[src/pkg/adc_cfg_pkg.sv]
/*
  Register map, field layout and fixed codes of the converter
  configuration bank. Assumes a single 8-bit address space of 16-bit words.
*/
`default_nettype none

package adc_cfg_pkg;

  localparam int NUM_REGS   = 20;
  localparam int FRAME_BITS = 24;
  localparam int DATA_BITS  = 16;
  localparam logic [4:0] LAST_BIT = 5'h17;

  // Word indices into the bank
  localparam int IDX_INV   = 0;
  localparam int IDX_PAT   = 1;
  localparam int IDX_CC1   = 2;
  localparam int IDX_CC2   = 3;
  localparam int IDX_CG4   = 4;
  localparam int IDX_CG21  = 5;
  localparam int IDX_JIT   = 6;
  localparam int IDX_CHDIV = 7;
  localparam int IDX_GCFG  = 8;
  localparam int IDX_FG    = 9;
  localparam int NUM_FG    = 4;
  localparam int IDX_XA    = 13;
  localparam int IDX_XB    = 14;
  localparam int IDX_PH    = 15;
  localparam int IDX_TRN   = 16;
  localparam int IDX_FMT   = 17;
  localparam int IDX_BIAS  = 18;
  localparam int IDX_SLP   = 19;

  localparam logic [7:0] SOFT_RESET_ADDR = 8'h00;
  localparam int         SOFT_RESET_BIT  = 0;

  localparam logic [NUM_REGS-1:0][7:0] REG_ADDR = {
    8'h52, 8'h50, 8'h46, 8'h45, 8'h42, 8'h3b, 8'h3a, 8'h37, 8'h36, 8'h35,
    8'h34, 8'h33, 8'h31, 8'h30, 8'h2b, 8'h2a, 8'h27, 8'h26, 8'h25, 8'h24};
  localparam logic [NUM_REGS-1:0][15:0] REG_MASK = {
    16'h0001, 16'h0037, 16'h000c, 16'h0003, 16'h0060, 16'h1f1e, 16'h1f1e,
    16'h7f7f, 16'h7f7f, 16'h7f7f, 16'h7f7f, 16'h0003, 16'h0307, 16'h00ff,
    16'h0fff, 16'hffff, 16'hff00, 16'hff00, 16'h0070, 16'h007f};
  localparam logic [NUM_REGS-1:0][15:0] REG_RESET = {
    16'h0000, 16'h0000, 16'h0000, 16'h0000, 16'h0020, 16'h0806, 16'h0402,
    16'h0000, 16'h0000, 16'h0000, 16'h0000, 16'h0000, 16'h0004, 16'h0000,
    16'h0000, 16'h0000, 16'h0000, 16'h0000, 16'h0000, 16'h0000};

  // Field positions
  localparam int INV4_LSB   = 0;
  localparam int INV2_LSB   = 4;
  localparam int INV1_BIT   = 6;
  localparam int PAT_ONE    = 4;
  localparam int PAT_TWO    = 5;
  localparam int PAT_RAMP   = 6;
  localparam int CODE_LSB   = 8;
  localparam int CG1_LSB    = 8;
  localparam int CG2_LSB    = 0;
  localparam int GAIN_W     = 4;
  localparam int GAIN_MODE  = 0;
  localparam int FINE_EN    = 1;
  localparam int TRIM_W     = 7;
  localparam int TRIM_HI    = 8;
  localparam int CH_LSB     = 0;
  localparam int DIV_LSB    = 8;
  localparam int SEL_W      = 5;
  localparam int SEL_HI     = 8;
  localparam int PH_LSB     = 5;
  localparam int DESKEW_BIT = 0;
  localparam int SYNC_BIT   = 1;
  localparam int TWOS_BIT   = 2;
  localparam int MSB_BIT    = 3;
  localparam int SLEEP_BIT  = 0;

  localparam logic [2:0] CH_ONE  = 3'h1;
  localparam logic [2:0] CH_TWO  = 3'h2;
  localparam logic [1:0] DIV_BY_8 = 2'h3;
  // Cycles between sample ticks minus one, per divide code
  localparam logic [3:0][2:0] DIV_LIMIT = {3'h7, 3'h3, 3'h1, 3'h0};

  localparam logic [7:0] DESKEW_WORD   = 8'haa;
  localparam logic [7:0] SYNC_WORD     = 8'hf0;
  localparam logic       SLEEP_HIGH_Z  = 1'h0;
  localparam logic [6:0] TRIM_ZERO_DB  = 7'h00;

  typedef enum logic [1:0] {MODE_ONE, MODE_TWO, MODE_FOUR} ch_mode_t;

endpackage

`default_nettype wire

[src/hdl/adc_digital_config_registers.sv]
/*
  Configuration bank of an interleaved converter: serial write port,
  register words, test pattern and output coding stage.
  Assumes serial pins are synchronous to ref_clk_i and slower than it.
*/
`timescale 1ns/1ns
`default_nettype none

// Notes on behaviour
// Ramp enable replaces converter data with a repeating full-scale ramp.
// Two-code enable alternates output between first and second custom code.
// One-code enable holds the output at the first custom code.
// First custom code sits in upper byte, resets to zero.
// Second custom code sits in upper byte, resets to zero.
// Per-channel swap bits for four, two and one channel modes; default none.
// Four-channel mode: each channel has own coarse gain nibble, unity default.
// Two-channel gains in low byte, one-channel gain in bits 11 to 8.
// Bit 0 of gain word selects coarse gain interpretation, x-gain default.
// Fine gain applies only while its enable bit 1 is set.
// Eight 7-bit branch trims, odd branch low, even branch bits 14 to 8.
// Channel count bits 2 to 0 and divide bits 9 to 8 share one word.
// Divide field divides input clock by 1, 2, 4 or 8 for sampling.
// Four 5-bit input selects, LSB zero, converter n defaults to pair n; the mask forces the LSB to zero only for the selects in bits 4 to 0.
// Bits 6 to 5 set bit clock phase, default 90 degrees.
// Bit 0 sends deskew pattern, bit 1 sends sync pattern.
// Bit 1 of training word enables sync pattern, inactive by default.
// Format bit 2 selects two's complement, else offset binary.
// Format bit 3 sends MSB first, else LSB first.
// Bit 0 chooses output behaviour in power down, high-Z default.
// Host runs a power-down cycle after changing count or divide.
// Host writes zero into every unused bit.
// Channel count is one-hot: 001 one, 010 two, 100 four.
// Divide codes 00, 01, 10, 11 mean divide by 1, 2, 4, 8.
// Host enables at most one of ramp, one-code and two-code.
// With no pattern, outputs carry samples in chosen coding and order.
module adc_digital_config_registers
  import adc_cfg_pkg::*;
(
  input  wire logic        ref_clk_i,
  input  wire logic        arst_n_i,
  input  wire logic        spi_sclk_i,
  input  wire logic        spi_sdata_i,
  input  wire logic        spi_cs_n_i,
  input  wire logic [7:0]  sample_i,
  input  wire logic        power_down_i,
  output logic             sample_tick_o,
  output logic [7:0]       lane_word_o,
  output logic [3:0]       swap_inputs_o,
  output logic [15:0]      active_coarse_gain_o,
  output logic             gain_mode_o,
  output logic [55:0]      branch_trim_o,
  output logic [19:0]      converter_input_choice_o,
  output logic [2:0]       channel_count_o,
  output logic [1:0]       clock_divide_o,
  output logic [1:0]       bit_clock_phase_o,
  output logic [7:0]       clock_jitter_adjust_o,
  output logic [15:0]      bias_scaling_o,
  output logic             output_sleep_behaviour_o,
  output logic             lvds_hiz_o
);

  typedef struct packed {
    logic                           sclk_q;
    logic [4:0]                     bits;
    logic [FRAME_BITS-1:0]          shift;
    logic                           full;
    logic [NUM_REGS-1:0][15:0]      regs;
    logic [2:0]                     div;
    logic                           tick;
    logic [7:0]                     ramp;
    logic                           alt;
    logic [7:0]                     word;
    logic [15:0]                    gain;
    logic [3:0]                     swap;
    logic [55:0]                    trim;
    logic                           hiz;
  } state_t;

  localparam state_t ST_RESET = '{regs: REG_RESET, default: '0};

  state_t          st_r;
  state_t          st_nxt;
  logic            wr;
  logic [7:0]      wr_addr;
  logic [15:0]     wr_data;
  logic            tick;
  logic [7:0]      raw;
  logic [7:0]      pat_word;
  logic [15:0]     pat;
  logic [15:0]     fmt;
  logic [15:0]     trn;
  ch_mode_t        mode;

  function automatic logic [7:0] rev8(input logic [7:0] w);
    logic [7:0] r;
    r = '0;
    for (int i = 0; i < 8; i++) begin
      r[i] = w[7-i];
    end
    return r;
  endfunction

  // One-hot count to mode; an illegal count behaves as four channels
  function automatic ch_mode_t mode_of(input logic [2:0] cnt);
    ch_mode_t m;
    m = MODE_FOUR;
    if (cnt == CH_ONE) begin
      m = MODE_ONE;
    end else if (cnt == CH_TWO) begin
      m = MODE_TWO;
    end
    return m;
  endfunction

  //////////////////////////////////////////////////////////////////////////

  always_comb begin
    st_nxt   = st_r;
    wr       = 1'b0;
    pat_word = '0;
    pat      = st_r.regs[IDX_PAT];
    fmt      = st_r.regs[IDX_FMT];
    trn      = st_r.regs[IDX_TRN];
    mode     = mode_of(st_r.regs[IDX_CHDIV][CH_LSB +: 3]);

    // Serial frame: first 24 bits of a select are kept, the rest ignored
    st_nxt.sclk_q = spi_sclk_i;
    if (spi_cs_n_i) begin
      st_nxt.bits = '0;
      st_nxt.full = 1'b0;
    end else if (spi_sclk_i && !st_r.sclk_q && !st_r.full) begin
      st_nxt.shift = {st_r.shift[FRAME_BITS-2:0], spi_sdata_i};
      if (st_r.bits == LAST_BIT) begin
        wr          = 1'b1;
        st_nxt.full = 1'b1;
      end else begin
        st_nxt.bits = st_r.bits + 5'h01;
      end
    end
    wr_addr = st_nxt.shift[FRAME_BITS-1 -: 8];
    wr_data = st_nxt.shift[DATA_BITS-1:0];

    // Unused bits masked
    if (wr) begin
      if (wr_addr == SOFT_RESET_ADDR && wr_data[SOFT_RESET_BIT]) begin
        st_nxt.regs = REG_RESET;
      end
      for (int i = 0; i < NUM_REGS; i++) begin
        if (wr_addr == REG_ADDR[i]) begin
          st_nxt.regs[i] = wr_data & REG_MASK[i];
        end
      end
    end

    // Sampling tick divider
    // Limit per code
    tick = st_r.div >= DIV_LIMIT[st_r.regs[IDX_CHDIV][DIV_LSB +: 2]];
    st_nxt.div  = tick ? 3'h0 : st_r.div + 3'h1;
    st_nxt.tick = tick;

    // Output coding
    raw = fmt[TWOS_BIT] ? {~sample_i[7], sample_i[6:0]} : sample_i;
    // Pattern priority, training first
    if (trn[SYNC_BIT]) begin
      // Sync pattern
      pat_word = SYNC_WORD;
    end else if (trn[DESKEW_BIT]) begin
      // Deskew pattern
      pat_word = DESKEW_WORD;
    end else if (pat[PAT_RAMP]) begin
      // Ramp value
      pat_word = st_r.ramp;
    end else if (pat[PAT_TWO]) begin
      // Alternating codes
      // Second code field
      pat_word = st_r.alt ? st_r.regs[IDX_CC2][CODE_LSB +: 8]
                          : st_r.regs[IDX_CC1][CODE_LSB +: 8];
    end else if (pat[PAT_ONE]) begin
      // Constant code, from first field
      pat_word = st_r.regs[IDX_CC1][CODE_LSB +: 8];
    end else begin
      // Converted samples
      pat_word = raw;
    end

    if (tick) begin
      st_nxt.ramp = st_r.ramp + 8'h01;
      st_nxt.alt  = !st_r.alt;
      // Bit order of lane word
      st_nxt.word = fmt[MSB_BIT] ? pat_word : rev8(pat_word);
    end

    // Swap per converter
    // Coarse gain per converter
    // Two and one channel gains
    // Mode from one-hot count
    unique case (mode)
      MODE_ONE: begin
        st_nxt.swap = {4{st_r.regs[IDX_INV][INV1_BIT]}};
        st_nxt.gain = {4{st_r.regs[IDX_CG21][CG1_LSB +: GAIN_W]}};
      end
      MODE_TWO: begin
        st_nxt.swap = {{2{st_r.regs[IDX_INV][INV2_LSB+1]}},
                       {2{st_r.regs[IDX_INV][INV2_LSB]}}};
        st_nxt.gain = {{2{st_r.regs[IDX_CG21][CG2_LSB+GAIN_W +: GAIN_W]}},
                       {2{st_r.regs[IDX_CG21][CG2_LSB +: GAIN_W]}}};
      end
      MODE_FOUR: begin
        st_nxt.swap = st_r.regs[IDX_INV][INV4_LSB +: 4];
        st_nxt.gain = st_r.regs[IDX_CG4];
      end
    endcase

    // Trim gated by enable
    // Branch pairs per word
    for (int k = 0; k < NUM_FG; k++) begin
      st_nxt.trim[2*TRIM_W*k +: TRIM_W] = TRIM_ZERO_DB;
      st_nxt.trim[2*TRIM_W*k+TRIM_W +: TRIM_W] = TRIM_ZERO_DB;
      if (st_r.regs[IDX_GCFG][FINE_EN]) begin
        st_nxt.trim[2*TRIM_W*k +: TRIM_W] = st_r.regs[IDX_FG+k][0 +: TRIM_W];
        st_nxt.trim[2*TRIM_W*k+TRIM_W +: TRIM_W] = st_r.regs[IDX_FG+k][TRIM_HI +: TRIM_W];
      end
    end

    // Power-down output behaviour
    st_nxt.hiz = power_down_i && (st_r.regs[IDX_SLP][SLEEP_BIT] == SLEEP_HIGH_Z);
  end

  always_ff @(posedge ref_clk_i or negedge arst_n_i) begin
    if (!arst_n_i) begin
      st_r <= ST_RESET;
    end else begin
      st_r <= st_nxt;
    end
  end

  //////////////////////////////////////////////////////////////////////////

  assign sample_tick_o        = st_r.tick;
  assign lane_word_o          = st_r.word;
  assign swap_inputs_o        = st_r.swap;
  assign active_coarse_gain_o = st_r.gain;
  assign branch_trim_o        = st_r.trim;
  assign lvds_hiz_o           = st_r.hiz;
  // Gain interpretation bit
  assign gain_mode_o          = st_r.regs[IDX_GCFG][GAIN_MODE];
  // Crosspoint selects
  assign converter_input_choice_o = {st_r.regs[IDX_XB][SEL_HI +: SEL_W],
                                     st_r.regs[IDX_XB][0 +: SEL_W],
                                     st_r.regs[IDX_XA][SEL_HI +: SEL_W],
                                     st_r.regs[IDX_XA][0 +: SEL_W]};
  // Count and divide fields
  assign channel_count_o      = st_r.regs[IDX_CHDIV][CH_LSB +: 3];
  assign clock_divide_o       = st_r.regs[IDX_CHDIV][DIV_LSB +: 2];
  // Bit clock phase
  assign bit_clock_phase_o    = st_r.regs[IDX_PH][PH_LSB +: 2];
  assign clock_jitter_adjust_o = st_r.regs[IDX_JIT][7:0];
  assign bias_scaling_o       = st_r.regs[IDX_BIAS];
  assign output_sleep_behaviour_o = st_r.regs[IDX_SLP][SLEEP_BIT];

  //////////////////////////////////////////////////////////////////////////

  logic plain;
  assign plain = !trn[SYNC_BIT] && !trn[DESKEW_BIT];
  logic no_pat;
  assign no_pat = !pat[PAT_RAMP] && !pat[PAT_TWO] && !pat[PAT_ONE];
endmodule // adc_digital_config_registers

`default_nettype wire

[config.mk]
export PLATFORM = sky130hd
export DESIGN_NAME = adc_digital_config_registers
export DESIGN_NICKNAME = d
export VERILOG_FILES = /design/src/pkg/adc_cfg_pkg.sv /design/src/hdl/adc_digital_config_registers.sv
export SDC_FILE = /design/constraint.sdc
export NUM_CORES = 1
export LEC_CHECK = 0
export BUFFER_PORTS_ARGS = -buffer_cell sky130_fd_sc_hd__buf_2
export CORE_ASPECT_RATIO = 0.8
export CORE_MARGIN = 1.5
export CORE_UTILIZATION = 30
export CTS_CLUSTER_DIAMETER = 30
export DETAILED_ROUTE_END_ITERATION = 16
export GPL_TIMING_DRIVEN = 0
export PLACE_DENSITY_LB_ADDON = 0.15
export SYNTH_ARGS = -nofsm -noshare
export SYNTH_HDL_FRONTEND = slang
export SYNTH_SLANG_ARGS = --single-unit
[constraint.sdc]
create_clock -name ref_clk_i -period 4.6 [get_ports ref_clk_i]
set_clock_uncertainty 0.15 [all_clocks]
set_input_delay 0.92 -clock ref_clk_i [delete_from_list [all_inputs] [get_ports ref_clk_i]]
set_output_delay 0.92 -clock ref_clk_i [all_outputs]
set_load 0.05 [all_outputs]
==> results of run 1 <==
## placed cells by master (no fill, tap or decap), types with 5 or more instances in the layout
master,synthesis,layout
clkbuf_16,0,68
a21oi_1,44,44
dfrtp_1,277,277
and3_1,5,5
xnor2_1,8,8
o211ai_1,5,5
buf_4,142,142
dfstp_2,7,7
nor2_1,20,20
clkbuf_1,51,60
o2bb2ai_1,8,8
buf_2,11,148
clkbuf_8,0,7
mux2i_1,149,147
o21ai_0,115,115
inv_1,46,46
conb_1,1,13
nand4_1,9,9
xor2_1,6,6
and2_1,61,61
clkinv_2,0,11
o22ai_1,28,28
ha_1,6,6
buf_6,5,6
nand2_1,74,74
nor4_1,5,5
nand3_1,11,11
bufinv_16,0,7
clkinvlp_4,0,7
## logic make-up after synthesis
family,count (synthesis),synth area share [%]
flops,284,54.7
buf+inv,260,12.0
simple gates,227,10.2
compound gates,225,9.96
mux,151,11.6
xor+xnor,14,0.942
fa+ha+maj,6,0.577
other cells,1,0.0288
## power by group
| group | total [mW] | internal (mW) | switching (mW) |
|---|---|---|---|
| combinational | 0.461 | 0.0883 | 0.373 |
| clock | 4.70 | 3.21 | 1.49 |
| sequential | 2.56 | 2.54 | 0.0212 |
## through the flow
| step | power (mW) | worst slack (ps) | cells | util [%] |
|---|---|---|---|---|
| final | 7.73 | 1590 | 2002 | 39.1 |
| after global routing | 8.00 | 1460 | 2001 | 39.1 |
| after detailed placement | 3.07 | 978 | 1882 | 33.9 |
| after global placement | 3.06 | -3190 | 1878 | 33.6 |
| after CTS | 7.81 | 1570 | 2001 | 39.1 |
| after floorplan | 2.81 | 2020 | 1180 | - |
## layout make-up
cell class	count	area [sq um]
well taps	560	701
repair buffers	142	782
inverters	47	176
fillers	4202	26200
clock buffers	84	1830
flip-flops and latches	284	7120
multi-input cells	636	4390
plain buffers	213	1390
diodes	1	2.50
clock inverters	35	424
## sequential cells by signal, indices dropped and copies added, names as in the netlist, 3 cells and up
| signal | cells |
|---|---|
| st_r | 151 |
| active_coarse_gain_o | 16 |
| branch_trim_o | 56 |
| converter_input_choice_o | 18 |
| pat | 3 |
| lane_word_o | 8 |
| channel_count_o | 3 |
| clock_jitter_adjust_o | 8 |
| swap_inputs_o | 4 |
| bias_scaling_o | 5 |
## worst reg2reg max path, cell delays in order (launching register included)
cell,delay [ps]
dfrtp_1,410
nor4b_4,390
buf_4,270
buf_4,250
mux2i_1,400
clkbuf_1,800
mux2i_1,170
## worst paths after layout
kind                                          start                                  endpoint  slack [ps]  cells past startpoint
worst max-delay path            st_r[448]$_DFF_PN0_  converter_input_choice_o[13]$_DFFE_PN0P_        1590                      6
worst min-delay path                       arst_n_i                     st_r[443]$_DFFE_PN0P_         140                      1
worst max register to register  st_r[448]$_DFF_PN0_  converter_input_choice_o[13]$_DFFE_PN0P_        1590                      6
worst min register to register   st_r[95]$_DFF_PN0_                        st_r[95]$_DFF_PN0_         310                      1
max in group asynchronous                  arst_n_i               branch_trim_o[16]$_DFF_PN0_        2700                      3
min in group ref_clk_i           st_r[95]$_DFF_PN0_                        st_r[95]$_DFF_PN0_         310                      1
## synth_stat cells, types with 6 or more instances
library cell / number
dfrtp_1: 277
mux2i_1: 149
buf_4: 142
o21ai_0: 115
nand2_1: 74
and2_1: 61
clkbuf_1: 51
inv_1: 46
a21oi_1: 44
o22ai_1: 28
nor2_1: 20
buf_2: 11
nand3_1: 11
nand4_1: 9
o2bb2ai_1: 8
xnor2_1: 8
dfstp_2: 7
ha_1: 6
xor2_1: 6
## per-layer routing
layer  share of wire (%)  global-route usage, %  vias up  routed length, um
met1                  49                   24.0     4578              18200
met3                 4.5                   3.50       76               1660
met2                  43                   24.9      228              16000
met5                0.19                   1.19        -                 69
li1                    -                      -     4336                  -
met4                 2.9                   6.28        2               1060
==> results.json, run 1 <==
{
  "status": "finished, final reports clean",
  "crit_type": "register to register",
  "antenna_found_initial": 1,
  "yosys.area.top_type": "dfrtp_1",
  "drtIter0Drc": 629,
  "rsz0062_at_grt": "no",
  "drive_gt1_share_pct": 31.1,
  "finalHoldWorstSlack_ps": 142,
  "synthArstFlopShare_pct": 100,
  "p_leak_nw": 9.18,
  "ctsLongestPathBuffers": 3,
  "insertion_delay_ps": 570,
  "cts.htree.levels": 3,
  "yosysSeqAreaShare_pct": 54.7,
  "irDropWorstVdd_v": 0.000235,
  "syn_area_per_cell_sq_um": 11.1,
  "wl_mm": 37.0,
  "yosys_warnings": 0,
  "postRouteAntennaNets": 0,
  "post_dp_cell_area_sq_mm": 0.0146,
  "die_y_um": 189,
  "clk_pin_slew_ps": 50,
  "cts_setup_buffers": 0,
  "place_hpwl_mm": 25.0,
  "port-buffer-count": 138,
  "ys.flop_type": "dfrtp_1",
  "grt_pass1_wl_mm": 57.8,
  "crit_required_ps": 4830,
  "end_kind": "register",
  "max_slew_margin_pct": 12.4,
  "grt_pass1_vias": 9700,
  "synth_area_leaders": "dfrtp_1, mux2i_1, buf_4",
  "drv_cap": 0,
  "synth_top_cell_area_share_pct": 53.2,
  "cts.sinks": 284,
  "max_freq_ghz": 0.332,
  "final_area_sq_mm": 0.0168,
  "drv_slew": 0,
  "overflow": 0,
  "rows": 68,
  "cp_top_family": "buffers and inverters",
  "cpMaxStageDelayCell": "clkbuf_1",
  "coreArea_sq_mm": 0.0430,
  "hold_class": "input pin to async pin",
  "grt_start_max_net_pins": 116,
  "wl_per_cell_um": 18.5,
  "path_buf_inv": 3,
  "cts_tree": "yes",
  "arrival_ps": 3240,
  "cts_hold_buf": 0,
  "vias": 9220,
  "critPathLaunchType": "register",
  "gp_congestion": 0.806,
  "synth_edf_count": 0,
  "finalHoldViolCount": 0,
  "slowest_delay_ps": 800,
  "grt.total_usage_pct": 16.8,
  "synthToLayoutAreaGrowth_pct": 29.1,
  "drtPass1Iterations": 5,
  "synth-seq-cells": 284,
  "finalCriticalPeriod_ps": 3010,
  "cts_root_buf": "clkbuf_16",
  "setup_violations": 0,
  "cp_cell_sequence": "nor4b_4, buf_4, buf_4, mux2i_1, clkbuf_1, mux2i_1",
  "final_nets": 1410,
  "worstMarginPinSlew_ps": 1310,
  "netlist_area_sq_mm": 0.0130,
  "die_w_um": 236,
  "cts_resized": 0,
  "finalCritPeriodShare_pct": 65.4,
  "start_util_pct": 30.3,
  "vias_per_cell": 4.61,
  "cts_made_buffers": 66,
  "drc": 0,
  "synth_cell_types": 67,
  "powerDensity_mw_per_mm2": 460,
  "pin_count": 153,
  "syn_inst": 1168,
  "die_area_sq_mm": 0.0447,
  "crit_fanout": 10,
  "fin_setup_tns_ps": 0
}
(Power assumes the default switching activity.)
==> run 2: changes to the inputs <==
Clock period 4.6 ns to 2.95 ns, I/O delays scaled along.
==> results.json, run 2 (synthesis results as in run 1) <==
{
  "largest-register": "st_r",
  "final_nets": 1411,
  "die_w_um": 236,
  "irDropWorstVdd_v": 0.000366,
  "ctsLongestPathBuffers": 3,
  "crit_required_ps": 3180,
  "vias_per_cell": 4.61,
  "place_hpwl_mm": 25.0,
  "final_cell_mix": "dfrtp_1, buf_2, mux2i_1",
  "grt_start_max_net_pins": 116,
  "grt.total_usage_pct": 16.8,
  "synthToLayoutAreaGrowth_pct": 29.4,
  "setup_ws_ps": 106,
  "cp_cell_sequence": "nor4b_4, buf_4, mux2i_1, clkdlybuf4s15_1, mux2i_1",
  "drtPass1Iterations": 5,
  "max_freq_ghz": 0.352,
  "fin_setup_tns_ps": 0,
  "status": "finished, final reports clean",
  "cts_tree": "yes",
  "wl_per_cell_um": 18.5,
  "wl_mm": 37.0,
  "die_area_sq_mm": 0.0447,
  "port-buffer-count": 138,
  "final_area_sq_mm": 0.0168,
  "utilization_pct": 39.2,
  "grt_pass1_vias": 9702,
  "finalCritPeriodShare_pct": 96.4,
  "insertion_delay_ps": 560,
  "dp_cells": 1882,
  "grt_pass1_wl_mm": 57.8,
  "pin_count": 153,
  "largest_reg_flops": 151,
  "max_slew_margin_pct": 12.7,
  "vias": 9228,
  "critPathLaunchType": "register",
  "path_common_cell": "mux2i_1",
  "cts.sinks": 284,
  "clk_pin_slew_ps": 50,
  "start_util_pct": 30.3,
  "hold_class": "input pin to register",
  "setup_violations": 0,
  "cpMaxStageDelayCell": "clkdlybuf4s15_1",
  "layoutNonFillerInstCount": 2003,
  "cts_root_buf": "clkbuf_16",
  "arrival_ps": 3070,
  "p_leak_nw": 9.21,
  "powerDensity_mw_per_mm2": 716,
  "postRouteAntennaNets": 0,
  "finalHoldWorstSlack_ps": 43.2,
  "drive_gt1_share_pct": 31.5,
  "final_common_cell": "dfrtp_1",
  "end_kind": "register",
  "drc": 0,
  "rsz0062_at_grt": "no",
  "cts_made_buffers": 66,
  "cts.htree.levels": 3,
  "crit_fanout": 10,
  "pre_cts_slack_ps": -342,
  "rows": 68,
  "drv_cap": 0,
  "crit_type": "register to register",
  "antenna_found_initial": 1,
  "drv_slew": 0,
  "total_power_mw": 12.1,
  "drtIter0Drc": 625,
  "die_y_um": 189,
  "finalHoldViolCount": 0,
  "cp_top_family": "buffers and inverters",
  "coreArea_sq_mm": 0.0430,
  "gp_congestion": 0.806,
  "path_buf_inv": 2,
  "overflow": 0,
  "finalCriticalPeriod_ps": 2840,
  "worstMarginPinSlew_ps": 1310,
  "post_dp_cell_area_sq_mm": 0.0146,
  "slowest_delay_ps": 840
}
## run 2: repair_timing
item / in CTS / in global routing
gates resized for setup: 3 / 12
endpoints found under the hold margin: 56 / 0
endpoints found under the setup margin: 22 / 49
hold buffers: 1 / 0
setup buffers: 0 / 0
## run 2: layout make-up
cell class              count  area (sq um)
flip-flops and latches    284          7120
well taps                 560           701
plain buffers             213          1400
clock inverters            35           424
clock buffers              84          1830
inverters                  47           176
multi-input cells         636          4400
diodes                      1          2.50
fillers                  4199         26100
repair buffers            143           792
## run 2: path summary, 6_finish.rpt
check | startpoint | endpoint | slack [ps] | depth (start not counted)
setup reg to reg | st_r[448]$_DFF_PN0_ | st_r[278]$_DFFE_PN0P_ | 110 | 5
setup / recovery | st_r[448]$_DFF_PN0_ | st_r[278]$_DFFE_PN0P_ | 110 | 5
min in group asynchronous | arst_n_i | clock_jitter_adjust_o[1]$_DFFE_PN0P_ | 410 | 2
max in group asynchronous | arst_n_i | branch_trim_o[16]$_DFF_PN0_ | 750 | 4
hold / removal | spi_sclk_i | st_r[448]$_DFF_PN0_ | 40 | 1
hold reg to reg | st_r[95]$_DFF_PN0_ | st_r[95]$_DFF_PN0_ | 310 | 1
## run 2: where the power goes
group          total (mW)  internal, mW  switching (mW)
sequential           4.00          3.97          0.0336
clock                7.33          5.01            2.32
combinational       0.733         0.147           0.587
## run 2: layer usage
layer / part of all wire, % / global-route usage (%) / vias up / routed length, um
met5: 0.19 / 1.19 / - / 69
met2: 44 / 24.9 / 220 / 16100
met4: 2.9 / 6.28 / 2 / 1060
met3: 4.3 / 3.50 / 77 / 1580
met1: 49 / 24.0 / 4592 / 18200
li1: - / - / 4337 / -
==> run 3: changes to the inputs <==
Settings changed: ABC_AREA set to 1.
==> results.json, run 3 <==
{
  "drv_cap": 0,
  "vias_per_cell": 4.47,
  "max_freq_ghz": 0.362,
  "drtPass1Iterations": 5,
  "grt_pass1_wl_mm": 56.6,
  "crit_type": "register to register",
  "grt_pass1_vias": 9622,
  "netlist_area_sq_mm": 0.0127,
  "ys_top_cells_by_count": "dfrtp_1, nand2_1, nand3_1",
  "syn_area_per_cell_sq_um": 9.33,
  "finalCritPeriodShare_pct": 93.6,
  "crit_fanout": 10,
  "die_area_sq_mm": 0.0435,
  "utilization_pct": 39.0,
  "synth_top_cell_area_share_pct": 54.7,
  "grt_start_max_net_pins": 117,
  "wl_mm": 36.7,
  "syn_inst": 1357,
  "cts_setup_buffers": 0,
  "synthToLayoutAreaGrowth_pct": 28.7,
  "synthArstFlopShare_pct": 100,
  "final_nets": 1594,
  "die_w_um": 233,
  "largest_reg_flops": 151,
  "finalCriticalPeriod_ps": 2760,
  "place_hpwl_mm": 25.1,
  "ctsLongestPathBuffers": 3,
  "antenna_found_initial": 1,
  "p_leak_nw": 8.53,
  "yosys.area.top_type": "dfrtp_1",
  "critPathLaunchType": "register",
  "drc": 0,
  "max_slew_margin_pct": 38.2,
  "cts.htree.levels": 2,
  "powerDensity_mw_per_mm2": 728,
  "yosys_warnings": 0,
  "holdPathStages": 3,
  "reg2reg_depth": 12,
  "die_y_um": 187,
  "drv_slew": 0,
  "gp_congestion": 0.820,
  "cts_made_buffers": 60,
  "irDropWorstVdd_v": 0.000482,
  "start_util_pct": 30.3,
  "status": "finished, final reports clean",
  "pin_count": 153,
  "r2r_start": "st_r[443]$_DFFE_PN0P_",
  "cts_root_buf": "clkbuf_16",
  "yosysSeqAreaShare_pct": 56.2,
  "coreArea_sq_mm": 0.0417,
  "diodes": 0,
  "drtIter0Drc": 714,
  "min_to": "lvds_hiz_o$_DFF_PN0_",
  "min_from": "power_down_i",
  "layoutNonFillerInstCount": 2174,
  "fill_cells": 4257,
  "timing.rr.end": "bias_scaling_o[1]$_DFFE_PN0P_",
  "overflow": 0,
  "clk_pin_slew_ps": 50,
  "hold_class": "input pin to register",
  "finalHoldViolCount": 0,
  "grt.total_usage_pct": 17.0,
  "synth_cell_types": 36,
  "end_kind": "register",
  "synth_area_leaders": "dfrtp_1, buf_4, nand3_1",
  "rsz0062_at_grt": "no",
  "port-buffer-count": 139,
  "largest-register": "st_r",
  "wl_per_cell_um": 16.9,
  "arrival_ps": 3050,
  "rows": 67,
  "synth_edf_count": 0,
  "setup_violations": 0,
  "cts.sinks": 284,
  "r2r_setup_slack_ps": 190,
  "postRouteAntennaNets": 0,
  "worstMarginPinSlew_ps": 927,
  "final_cell_mix": "dfrtp_1, nand2_1, nand3_1",
  "ys.flop_type": "dfrtp_1",
  "vias": 9719,
  "drive_gt1_share_pct": 28.4,
  "dp_cells": 2062,
  "final_common_cell": "dfrtp_1",
  "cts_tree": "yes",
  "insertion_delay_ps": 580,
  "synth-seq-cells": 284,
  "crit_required_ps": 3240,
  "yosysMostFrequentCell": "dfrtp_1"
}
==> run 3: cell count changes in the layout (fill, tap and decap cells not counted), moves of 20 or more <==
cell / previous run / this run
o21ai_0: 115 / 40
nand3_1: 11 / 173
clkbuf_1: 53 / 24
mux2i_1: 147 / 0
inv_1: 46 / 154
o22ai_1: 28 / 6
and2_1: 61 / 0
o21ai_1: 4 / 125
nand2_1: 74 / 230
a21oi_1: 44 / 12
o211ai_1: 5 / 25
==> run 3: area by class of cell <==
| type | instances | area [sq um] | share of cell area, % |
|---|---|---|---|
| Sequential cell | 284 | 7120 | 43.7 |
| Multi-Input combinational cell | 733 | 3680 | 22.6 |
| Clock buffer | 75 | 1660 | 10.2 |
| Buffer | 192 | 1320 | 8.08 |
| Timing Repair Buffer | 143 | 781 | 4.79 |
| Tap cell | 552 | 691 | 4.24 |
| Inverter | 160 | 601 | 3.68 |
| Clock inverter | 35 | 459 | 2.82 |
==> run 3: timing repair <==
action,in CTS,in global routing
hold buffers,2,0
gates cloned,0,0
endpoints found under the hold margin,95,0
setup endpoints to repair,3,7
resized for setup,1,1
==> run 3: worst max path at each step <==
stage                          start                            end  slack (ps)
2_1_floorplan             spi_sclk_i             fmt[2]$_DFFE_PN0P_         670
5_1_grt        st_r[443]$_DFFE_PN0P_  bias_scaling_o[1]$_DFFE_PN0P_          30
3_5_place_dp              spi_sclk_i             pat[6]$_DFFE_PN0P_        -490
3_3_place_gp                arst_n_i     lane_word_o[3]$_DFFE_PN0N_       -4410
4_1_cts          st_r[448]$_DFF_PN0_          st_r[142]$_DFFE_PN0P_         170
6_report       st_r[443]$_DFFE_PN0P_  bias_scaling_o[1]$_DFFE_PN0P_         190
==> run 3: metal layers <==
| metal | share of wire [%] | up-vias | global-route usage, % | wire (um) |
|---|---|---|---|---|
| met5 | 0.033 | - | 0 | 12 |
| met4 | 2.0 | 2 | 4.99 | 726 |
| met3 | 6.4 | 49 | 3.94 | 2360 |
| met2 | 42 | 286 | 24.2 | 15300 |
| met1 | 50 | 4651 | 25.6 | 18300 |
| li1 | - | 4731 | - | - |
==> run 3: worst max-delay path: stages (launching register included) <==
cell	delay, ps
dfrtp_1	390
ha_1	200
nand2_1	60
inv_1	90
nand3_1	250
nor2_8	260
nand3_2	220
nor2_1	160
nand3_1	130
buf_4	240
buf_2	250
nand3_1	120
o21ai_0	100
==> run 3: kinds of logic (layout without fill, tap and decap cells) <==
family,Yosys count,after routing,share of synthesized area [%]
buf+inv,352,605,15.1
compound gates,219,219,9.48
other cells,1,13,0.0296
fa+ha+maj,6,6,0.593
xor+xnor,9,9,0.623
flops,284,284,56.2
simple gates,486,486,17.9
==> run 3: where the power goes <==
| part | switching [mW] | internal (mW) |
|---|---|---|
| clock network | 2.19 | 4.75 |
| logic | 0.713 | 0.160 |
| registers | 0.0552 | 4.00 |
| total | 2.95 | 8.91 |
==> run 3: metrics by stage <==
stage | hold slack [ps] | setup WS [ps] | setup TNS, ps | instance area [sq um] | power (mW)
detailed placement | 301 | -493 | -4210 | 14200 | 4.99
global route | 116 | 26.6 | 0 | 16300 | 12.3
global placement | 306 | -4410 | -1234240 | 14100 | 4.98
CTS | 99.2 | 172 | 0 | 16300 | 12.0
finish | 111 | 190 | 0 | 16300 | 11.9
floorplan | 144 | 666 | 0 | 12700 | 4.57
